==> config.mk <==
export PLATFORM = sky130hd
export DESIGN_NAME = apst_core
export DESIGN_NICKNAME = d
export VERILOG_FILES = /design/src/apst_pkg.sv /design/src/apst_core.sv
export SDC_FILE = /design/constraint.sdc
export NUM_CORES = 2
export LEC_CHECK = 0
export BUFFER_PORTS_ARGS = -buffer_cell sky130_fd_sc_hd__buf_2
export CAP_MARGIN = 10
export CORE_MARGIN = 3
export CORE_UTILIZATION = 55
export CTS_CLUSTER_DIAMETER = 50
export DETAILED_ROUTE_END_ITERATION = 10
export PLACE_DENSITY = 0.72
export SETUP_SLACK_MARGIN = 0.1
export SYNTH_ARGS = -nofsm -noshare
export SYNTH_HDL_FRONTEND = slang
export SYNTH_SLANG_ARGS = --single-unit
==> constraint.sdc <==
create_clock -name mclk -period 13 [get_ports mclk]
set_input_delay 0.65 -clock mclk [delete_from_list [all_inputs] [get_ports mclk]]
set_output_delay 0.65 -clock mclk [all_outputs]
set_load 0.02 [all_outputs]
==> src/apst_pkg.sv <==
// package of constants for the autonomous power state transition block
// assumes a single 250 MHz controller clock
package apst_pkg;
	// ========================================
	// table geometry
	localparam int unsigned NUM_ENTRIES      = 32;
	localparam int unsigned ENTRY_W          = 64;
	localparam int unsigned IDX_W            = 5;
	// ========================================
	// entry field layout
	localparam int unsigned IDLE_TIME_BEFORE_TRANSITION_LSB         = 8;
	localparam int unsigned IDLE_TIME_BEFORE_TRANSITION_W           = 24;
	localparam int unsigned IDLE_TARGET_POWER_STATE_LSB         = 3;
	localparam int unsigned IDLE_TARGET_POWER_STATE_W           = 5;
	// ========================================
	// config dword field layout and reset
	localparam int unsigned CFG_EN_BIT       = 0;
	localparam logic        CFG_EN_RESET     = 1'b0;
	// ========================================
	// timing
	localparam int unsigned CLK_PERIOD_PS    = 4000;
	localparam int unsigned MS_TIME_PS       = 1000000000;
	localparam int unsigned MS_CYCLES        = MS_TIME_PS / CLK_PERIOD_PS;
endpackage

==> src/apst_core.sv <==
// autonomous power state transition core: config bit, transition table, idle timer
// assumes command, activity and power state inputs come from logic on mclk
// Contract
// - transitions only while enable bit is one
// - enable bit resets to zero
// - get returns enable and full table
// - 32 entries of 64 bits, state order
// - unsupported state entries read all zero
// - bits 31:08 give idle time in ms
// - zero idle time blocks transitions from state
// - idle exceeding time moves to bits 07:03
`timescale 1ns/1ps
module apst_core
	import apst_pkg::*;
#(
	parameter int unsigned NUM_PS     = NUM_ENTRIES,
	parameter int unsigned TICK_CYCLES = MS_CYCLES
) (
	// clock and reset
	input  wire logic                 mclk,
	input  wire logic                 srst,
	// set features: config dword
	input  wire logic                 cfg_wr,
	input  wire logic [31:0]          cfg_wr_data,
	// set features: table entry write
	input  wire logic                 tbl_wr,
	input  wire logic [IDX_W-1:0]     tbl_wr_idx,
	input  wire logic [ENTRY_W-1:0]   tbl_wr_data,
	// get features
	input  wire logic                 tbl_rd,
	input  wire logic [IDX_W-1:0]     tbl_rd_idx,
	output logic      [ENTRY_W-1:0]   tbl_rd_data,
	output logic                      tbl_rd_valid,
	output logic      [31:0]          cfg_rd_data,
	// activity and power state
	input  wire logic                 busy,
	input  wire logic                 ps_set,
	input  wire logic [IDLE_TARGET_POWER_STATE_W-1:0]    ps_set_value,
	output logic      [IDLE_TARGET_POWER_STATE_W-1:0]    cur_ps,
	output logic                      auto_trans
);
	// elaboration-time refusal of parameters the logic cannot serve
	if (NUM_PS < 1 || NUM_PS > NUM_ENTRIES || TICK_CYCLES < 1) begin : g_bad_param
		$error("apst_core: bad parameter");
	end

	// ========================================
	// configuration and table storage
	logic                     auto_power_transition_enable_q;
	logic [IDLE_TIME_BEFORE_TRANSITION_W-1:0]        idle_time_before_transition_q [NUM_ENTRIES];
	logic [IDLE_TARGET_POWER_STATE_W-1:0]        idle_target_power_state_q     [NUM_ENTRIES];

	always_ff @(posedge mclk) begin
		if (srst)
			auto_power_transition_enable_q <= CFG_EN_RESET;
		else if (cfg_wr)
			auto_power_transition_enable_q <= cfg_wr_data[CFG_EN_BIT];
	end

	genvar g;
	generate
		for (g = 0; g < NUM_ENTRIES; g++) begin : g_entry
			wire wr_hit = tbl_wr && (tbl_wr_idx == IDX_W'(g));
			always_ff @(posedge mclk) begin
				if (srst || g >= NUM_PS) begin
					idle_time_before_transition_q[g] <= '0;
					idle_target_power_state_q[g]     <= '0;
				end else if (wr_hit) begin
					idle_time_before_transition_q[g] <= tbl_wr_data[IDLE_TIME_BEFORE_TRANSITION_LSB +: IDLE_TIME_BEFORE_TRANSITION_W];
					idle_target_power_state_q[g]     <= tbl_wr_data[IDLE_TARGET_POWER_STATE_LSB +: IDLE_TARGET_POWER_STATE_W];
				end
			end
		end
	endgenerate

	// ========================================
	// get features read path
	function automatic logic [ENTRY_W-1:0] pack_entry(input logic [IDLE_TIME_BEFORE_TRANSITION_W-1:0] t, input logic [IDLE_TARGET_POWER_STATE_W-1:0] s);
		pack_entry = {32'h0000_0000, t, s, 3'h0};
	endfunction

	wire [ENTRY_W-1:0] rd_entry = pack_entry(idle_time_before_transition_q[tbl_rd_idx],
		idle_target_power_state_q[tbl_rd_idx]);
	logic [ENTRY_W-1:0] tbl_rd_data_q;
	logic               tbl_rd_valid_q;

	always_ff @(posedge mclk) begin
		if (srst) begin
			tbl_rd_data_q  <= '0;
			tbl_rd_valid_q <= 1'b0;
		end else begin
			tbl_rd_valid_q <= tbl_rd;
			if (tbl_rd)
				tbl_rd_data_q <= rd_entry;
		end
	end
	assign tbl_rd_data  = tbl_rd_data_q;
	assign tbl_rd_valid = tbl_rd_valid_q;
	assign cfg_rd_data  = {31'h0000_0000, auto_power_transition_enable_q};

	// ========================================
	// millisecond tick and idle timer
	localparam int unsigned TW = $clog2(TICK_CYCLES + 1);
	logic [TW-1:0]      tick_cnt_q;
	logic [IDLE_TIME_BEFORE_TRANSITION_W-1:0]  idle_ms_q;
	logic [IDLE_TARGET_POWER_STATE_W-1:0]  cur_ps_q;
	logic               auto_trans_q;

	wire [IDLE_TIME_BEFORE_TRANSITION_W-1:0] cur_idle_time_before_transition  = idle_time_before_transition_q[cur_ps_q];
	wire [IDLE_TARGET_POWER_STATE_W-1:0] cur_idle_target_power_state  = idle_target_power_state_q[cur_ps_q];
	wire              restart   = busy || ps_set || auto_trans_q;
	wire              tick      = (tick_cnt_q == TW'(TICK_CYCLES - 1));
	wire              idle_full = &idle_ms_q;
	wire              fire      = auto_power_transition_enable_q && !restart
		&& (cur_idle_time_before_transition != '0)
		&& (idle_ms_q > cur_idle_time_before_transition);

	always_ff @(posedge mclk) begin
		if (srst || restart || tick)
			tick_cnt_q <= '0;
		else
			tick_cnt_q <= tick_cnt_q + TW'(1);
	end

	always_ff @(posedge mclk) begin
		if (srst || restart)
			idle_ms_q <= '0;
		else if (tick && !idle_full)
			idle_ms_q <= idle_ms_q + IDLE_TIME_BEFORE_TRANSITION_W'(1);
	end

	always_ff @(posedge mclk) begin
		if (srst) begin
			cur_ps_q     <= '0;
			auto_trans_q <= 1'b0;
		end else begin
			auto_trans_q <= fire;
			if (ps_set)
				cur_ps_q <= ps_set_value;
			else if (fire)
				cur_ps_q <= cur_idle_target_power_state;
		end
	end
	assign cur_ps     = cur_ps_q;
	assign auto_trans = auto_trans_q;
endmodule

Word level (Yosys, flattened, before mapping)
Memories as Yosys holds them, arrays and structs flattened. A register that Yosys moved wholly into a read port is not among the register bits.
Cells that the tools add are included.
{ "classes": {"n_addsub": 2, "magnitude_cmp": 1, "n_eq_ne": 32, "mux": 168, "bitwise": 64, "reduce_logical": 46} }
{ "ops": {"columns": ["cell", "count"], "rows": [
  ["24-bit 2-to-1 mux", 32],
  ["5-bit 2-to-1 mux", 38],
  ["1-bit 2-to-1 mux", 98],
  ["5-bit equality test, second input constant", 16],
  ["1-bit OR", 64],
  ["5-bit by 4-bit equality test with 1-bit output, second input constant", 8],
  ["1-bit logical AND", 36],
  ["24-bit by 1-bit adder with 24-bit output, second input constant", 1],
  ["24-bit > comparator", 1],
  ["24-bit AND reduction", 1],
  ["24-bit nonzero test", 1],
  ["5-bit by 3-bit equality test with 1-bit output, second input constant", 4],
  ["18-bit by 1-bit adder with 18-bit output, second input constant", 1],
  ["18-bit equality test, second input constant", 1],
  ["5-bit by 2-bit equality test with 1-bit output, second input constant", 2],
  ["5-bit by 1-bit equality test with 1-bit output, second input constant", 1],
  ["5-bit zero test", 1],
  ["1-bit logical OR", 4],
  ["1-bit zero test", 2],
  ["2-bit nonzero test", 1]
]} }
{ "word_totals": {"regBits": 50, "ramBits": 928, "out_inout_bits": 103, "elab_cells": 321, "n_memories": 2} }
{ "memory_table": {"columns": ["name", "words", "width", "read_ports", "rd_clocked_by_memory_dff", "write_ports", "line_no", "source"], "rows": [
  ["idle_time_before_transition_q", 32, 24, 2, 2, 32, "apst_core.sv:50", "logic [IDLE_TIME_BEFORE_TRANSITION_W-1:0] idle_time_before_transition_q [NUM_ENTRIES];"],
  ["idle_target_power_state_q", 32, 5, 2, 2, 32, "apst_core.sv:51", "logic [IDLE_TARGET_POWER_STATE_W-1:0] idle_target_power_state_q [NUM_ENTRIES];"]
]} }

Longest topological paths before layout
{ "logic_depth": {"depth_word": 10, "depth_mapped": 20} }

Worst setup path before layout
No wires, ideal clock.
{ "synth_timing": {"path_kind": "register -> register", "start": "reg (tool-made name)", "end": "reg (tool-made name)", "t_arrival_ns": 4.272, "setup_slack_ns": 8.649, "path_stages_with_launch": 17, "n_path_buf": 4, "cell_sequence": "dfxtp_1 buf_2 inv_2 buf_1 clkbuf_1 mux4_2 ha_1 nor2b_1 o21a_1 o21a_1 o211ai_1 a31oi_1 a2111oi_0 a211oi_1 buf_2 or4b_4 o211ai_1"} }

==> impl_metrics.ini <==
[worst_hold_path]
min_path_type = input port to flop
hold_depth = 3

[route]
dr.pass1.iters = 6
wl_per_cell_um = 36.16
drc = 0
drt-total-wl_um = 176800
vias = 34322
drt_iter0_drc = 5345
vias_per_cell = 7.020
ant_nets = 0

[logic_synthesis]
syn_area_mm2 = 0.05378
synth.distinct_cells = 49
synth_cells = 3565
async_flop_share = 0
synth_top_family_by_area = multiplexers
synth_compound_area_frac = 0.02492
yosys-mux-area-fraction = 0.2399
synthTopCellsByCount = and2_1 (932), edfxtp_1 (928), mux4_2 (518), clkbuf_1 (282), nor2_1 (133)
ys_seq_elements = 1012
synth.yosys.seq_area_share = 0.5495
ys.flop_type = edfxtp_1
yosys.area_share.simple = 0.1361
synth-edff-count = 928
synth_top_area_cell = edfxtp_1
synth_area_leaders = edfxtp_1 (52%), mux4_2 (22%), and2_1 (11%)
yosysWarnings = 0
synth-xor-area-share = 0.005538
synth_fa_ha_area_frac = 0.006049
synth_top_area_frac = 0.5182
syn_avg_cell_area_um2 = 15.08
synth_most_common_cell = and2_1

[layout]
fin_util = 0.6130
drive_gt1_frac = 0.2709
num-fill-cells = 6970
nNetsFinal = 3653
syn_to_final_growth_pct = 10.40

[clock_network]
cts.sinks = 1012
cts_tree = done
cts.clk_slew.worst_paths_ns = 0.06
cts_root_buffer = clkbuf_16
cts_resized = 0
cts.htree.levels = 3
worst_skew_pair.late_latency_ns = 0.70
cts_hold_buf = 0
cts_setup_buffers = 0
clockBufferDepth = 3
numCtsBuffers = 116

[power]
power.total_mw = 8.101
powerDensity_mw_per_mm2 = 136.5
p_leak_nw = 20.19
vdd_ir_drop_max_v = 0.0001075

[critical_path]
reg2reg_setup_slack_ns = 6.38
cp_data_required_time_ns = 13.61
ff2ff_path_depth = 15
critPathKind = flop to flop
cp_max_fo = 100
cp-end-kind = flop
crit_path_start_kind = flop
cp.arrival_ns = 7.23

[global_routing]
busiest_layer = met2
antenna_found_initial = 9
grt_util_all_layers = 0.3515
grt_first_pass_wirelength_um = 252700
grt_util_met2 = 0.5350
use_met3 = 0.1157
use_met1 = 0.4539
grt_pass1_vias = 34982
grt_overflow = 0
grt_start_max_net_pins = 101

[place]
io_buffers = 88
dp_hpwl_um = 98020
gp_congestion = 0.9070

[die]
coreArea_mm2 = 0.09685
fp.dieW_um = 318.7
io_pins = 221
rows = 114
die_h_um = 318.7
dieArea_mm2 = 0.1016
initial_core_util = 0.5552

[timing]
hold_viol_final = 0
clock-skew-final_ns = 0.01955
fin_crit_ns = 6.623
holdWs_ns = 0.2003
slew_headroom = 0.1816
post-route-period-util = 0.5095
rsz0062_at_grt = no
fmax_mhz = 151.0
drv_slew = 0
setup_viol_count_final = 0
tightest_slew_ns = 1.228
tns_ns = 0

[status]
status = finished clean

[job]
maxCapViolations = 0
-- worst min path at each step --
| stage | to | from | slack (ns) |
|---|---|---|---|
| final | auto_power_transition_enable_q | cfg_wr_data[0] | 0.20 |
| after global placement | tick_cnt_q[0] | tick_cnt_q[0] | 0.43 |
| after detailed placement | tick_cnt_q[0] | tick_cnt_q[0] | 0.44 |
| after global routing | auto_power_transition_enable_q | cfg_wr_data[0] | 0.23 |
| after floorplan | tick_cnt_q[0] | tick_cnt_q[0] | 0.42 |
| after CTS | auto_power_transition_enable_q | cfg_wr_data[0] | 0.16 |
-- power breakdown --
part	switching [mW]	internal, mW	leakage (nW)
Combinational	0.554	0.392	8.75
Clock	1.36	1.96	1.90
Sequential	0.106	3.73	9.54
-- per-stage QoR --
step,setup slack [ns],cell area (um2),cells
detailed placement,6.424,55480,4667
global route,6.016,59350,4884
global placement,6.424,55480,4667
floorplan,8.649,54020,3630
finish,6.377,59370,4889
CTS,6.364,59350,4883
-- layout make-up --
class	instances	area, um2	area share
Tap cell	1276	1597	0.02689
Timing Repair Buffer	187	1239	0.02087
Sequential cell	1012	29560	0.4980
Antenna cell	6	15.01	0.0002529
Multi-Input combinational cell	2180	23040	0.3881
Inverter	12	45.04	0.0007587
Clock buffer	146	3169	0.05339
Clock inverter	70	700.7	0.01180
-- cells by family after synthesis --
group,Yosys count
flip-flops,1012
multiplexers,640
other,1
adder cells (fa/ha/maj),26
AO/OA/AOI/OAI,181
AND/OR/NAND/NOR,1233
buffers and inverters,438
XOR/XNOR,34
-- registers in the layout, summed over array words and instances (netlist names), named ones only --
signal	flops
idle_time_before_transition_q	768
idle_target_power_state_q	160
tbl_rd_data	29
idle_ms_q	24
tick_cnt_q	18
cur_ps	5
auto_power_transition_enable_q	1
auto_trans	1
tbl_rd_valid	1
-- metal layers --
metal | up-vias | share of wire
met2 | 2939 | 0.45
met3 | 645 | 0.15
met1 | 17327 | 0.33
met5 | - | 0.00035
li1 | 13401 | -
met4 | 10 | 0.062
-- cells in the final DEF, fill, tap and decap left out, types with 15 or more instances in the layout --
| master | instances |
|---|---|
| nor2_1 | 100 |
| a22oi_1 | 40 |
| nand2_1 | 37 |
| o211ai_1 | 15 |
| o21bai_4 | 32 |
| clkinv_2 | 22 |
| xor2_1 | 17 |
| and2_1 | 932 |
| clkbuf_1 | 18 |
| nor3_1 | 17 |
| nand4_1 | 22 |
| a211oi_1 | 32 |
| clkbuf_16 | 119 |
| mux2i_1 | 112 |
| clkinv_1 | 17 |
| nor2_4 | 32 |
| a21oi_1 | 15 |
| and4_1 | 15 |
| conb_1 | 66 |
| xnor2_1 | 17 |
| nand3_1 | 27 |
| ha_1 | 26 |
| edfxtp_1 | 928 |
| dfxtp_1 | 80 |
| buf_2 | 82 |
| buf_4 | 101 |
| mux4_2 | 518 |
-- critical path, stage by stage (launching register included) --
cell       delay, ns
dfxtp_4         0.95
buf_12          0.56
buf_4           0.86
mux4_2          0.60
mux2i_1         0.33
mux4_2          0.31
ha_1            0.24
a21o_1          0.16
a21o_1          0.17
a21o_1          0.17
a21o_1          0.17
a211o_1         0.29
a2111oi_0       0.49
a211oi_2        0.26
or4b_4          0.59
o211ai_1        0.11
(Power assumes the default switching activity.)
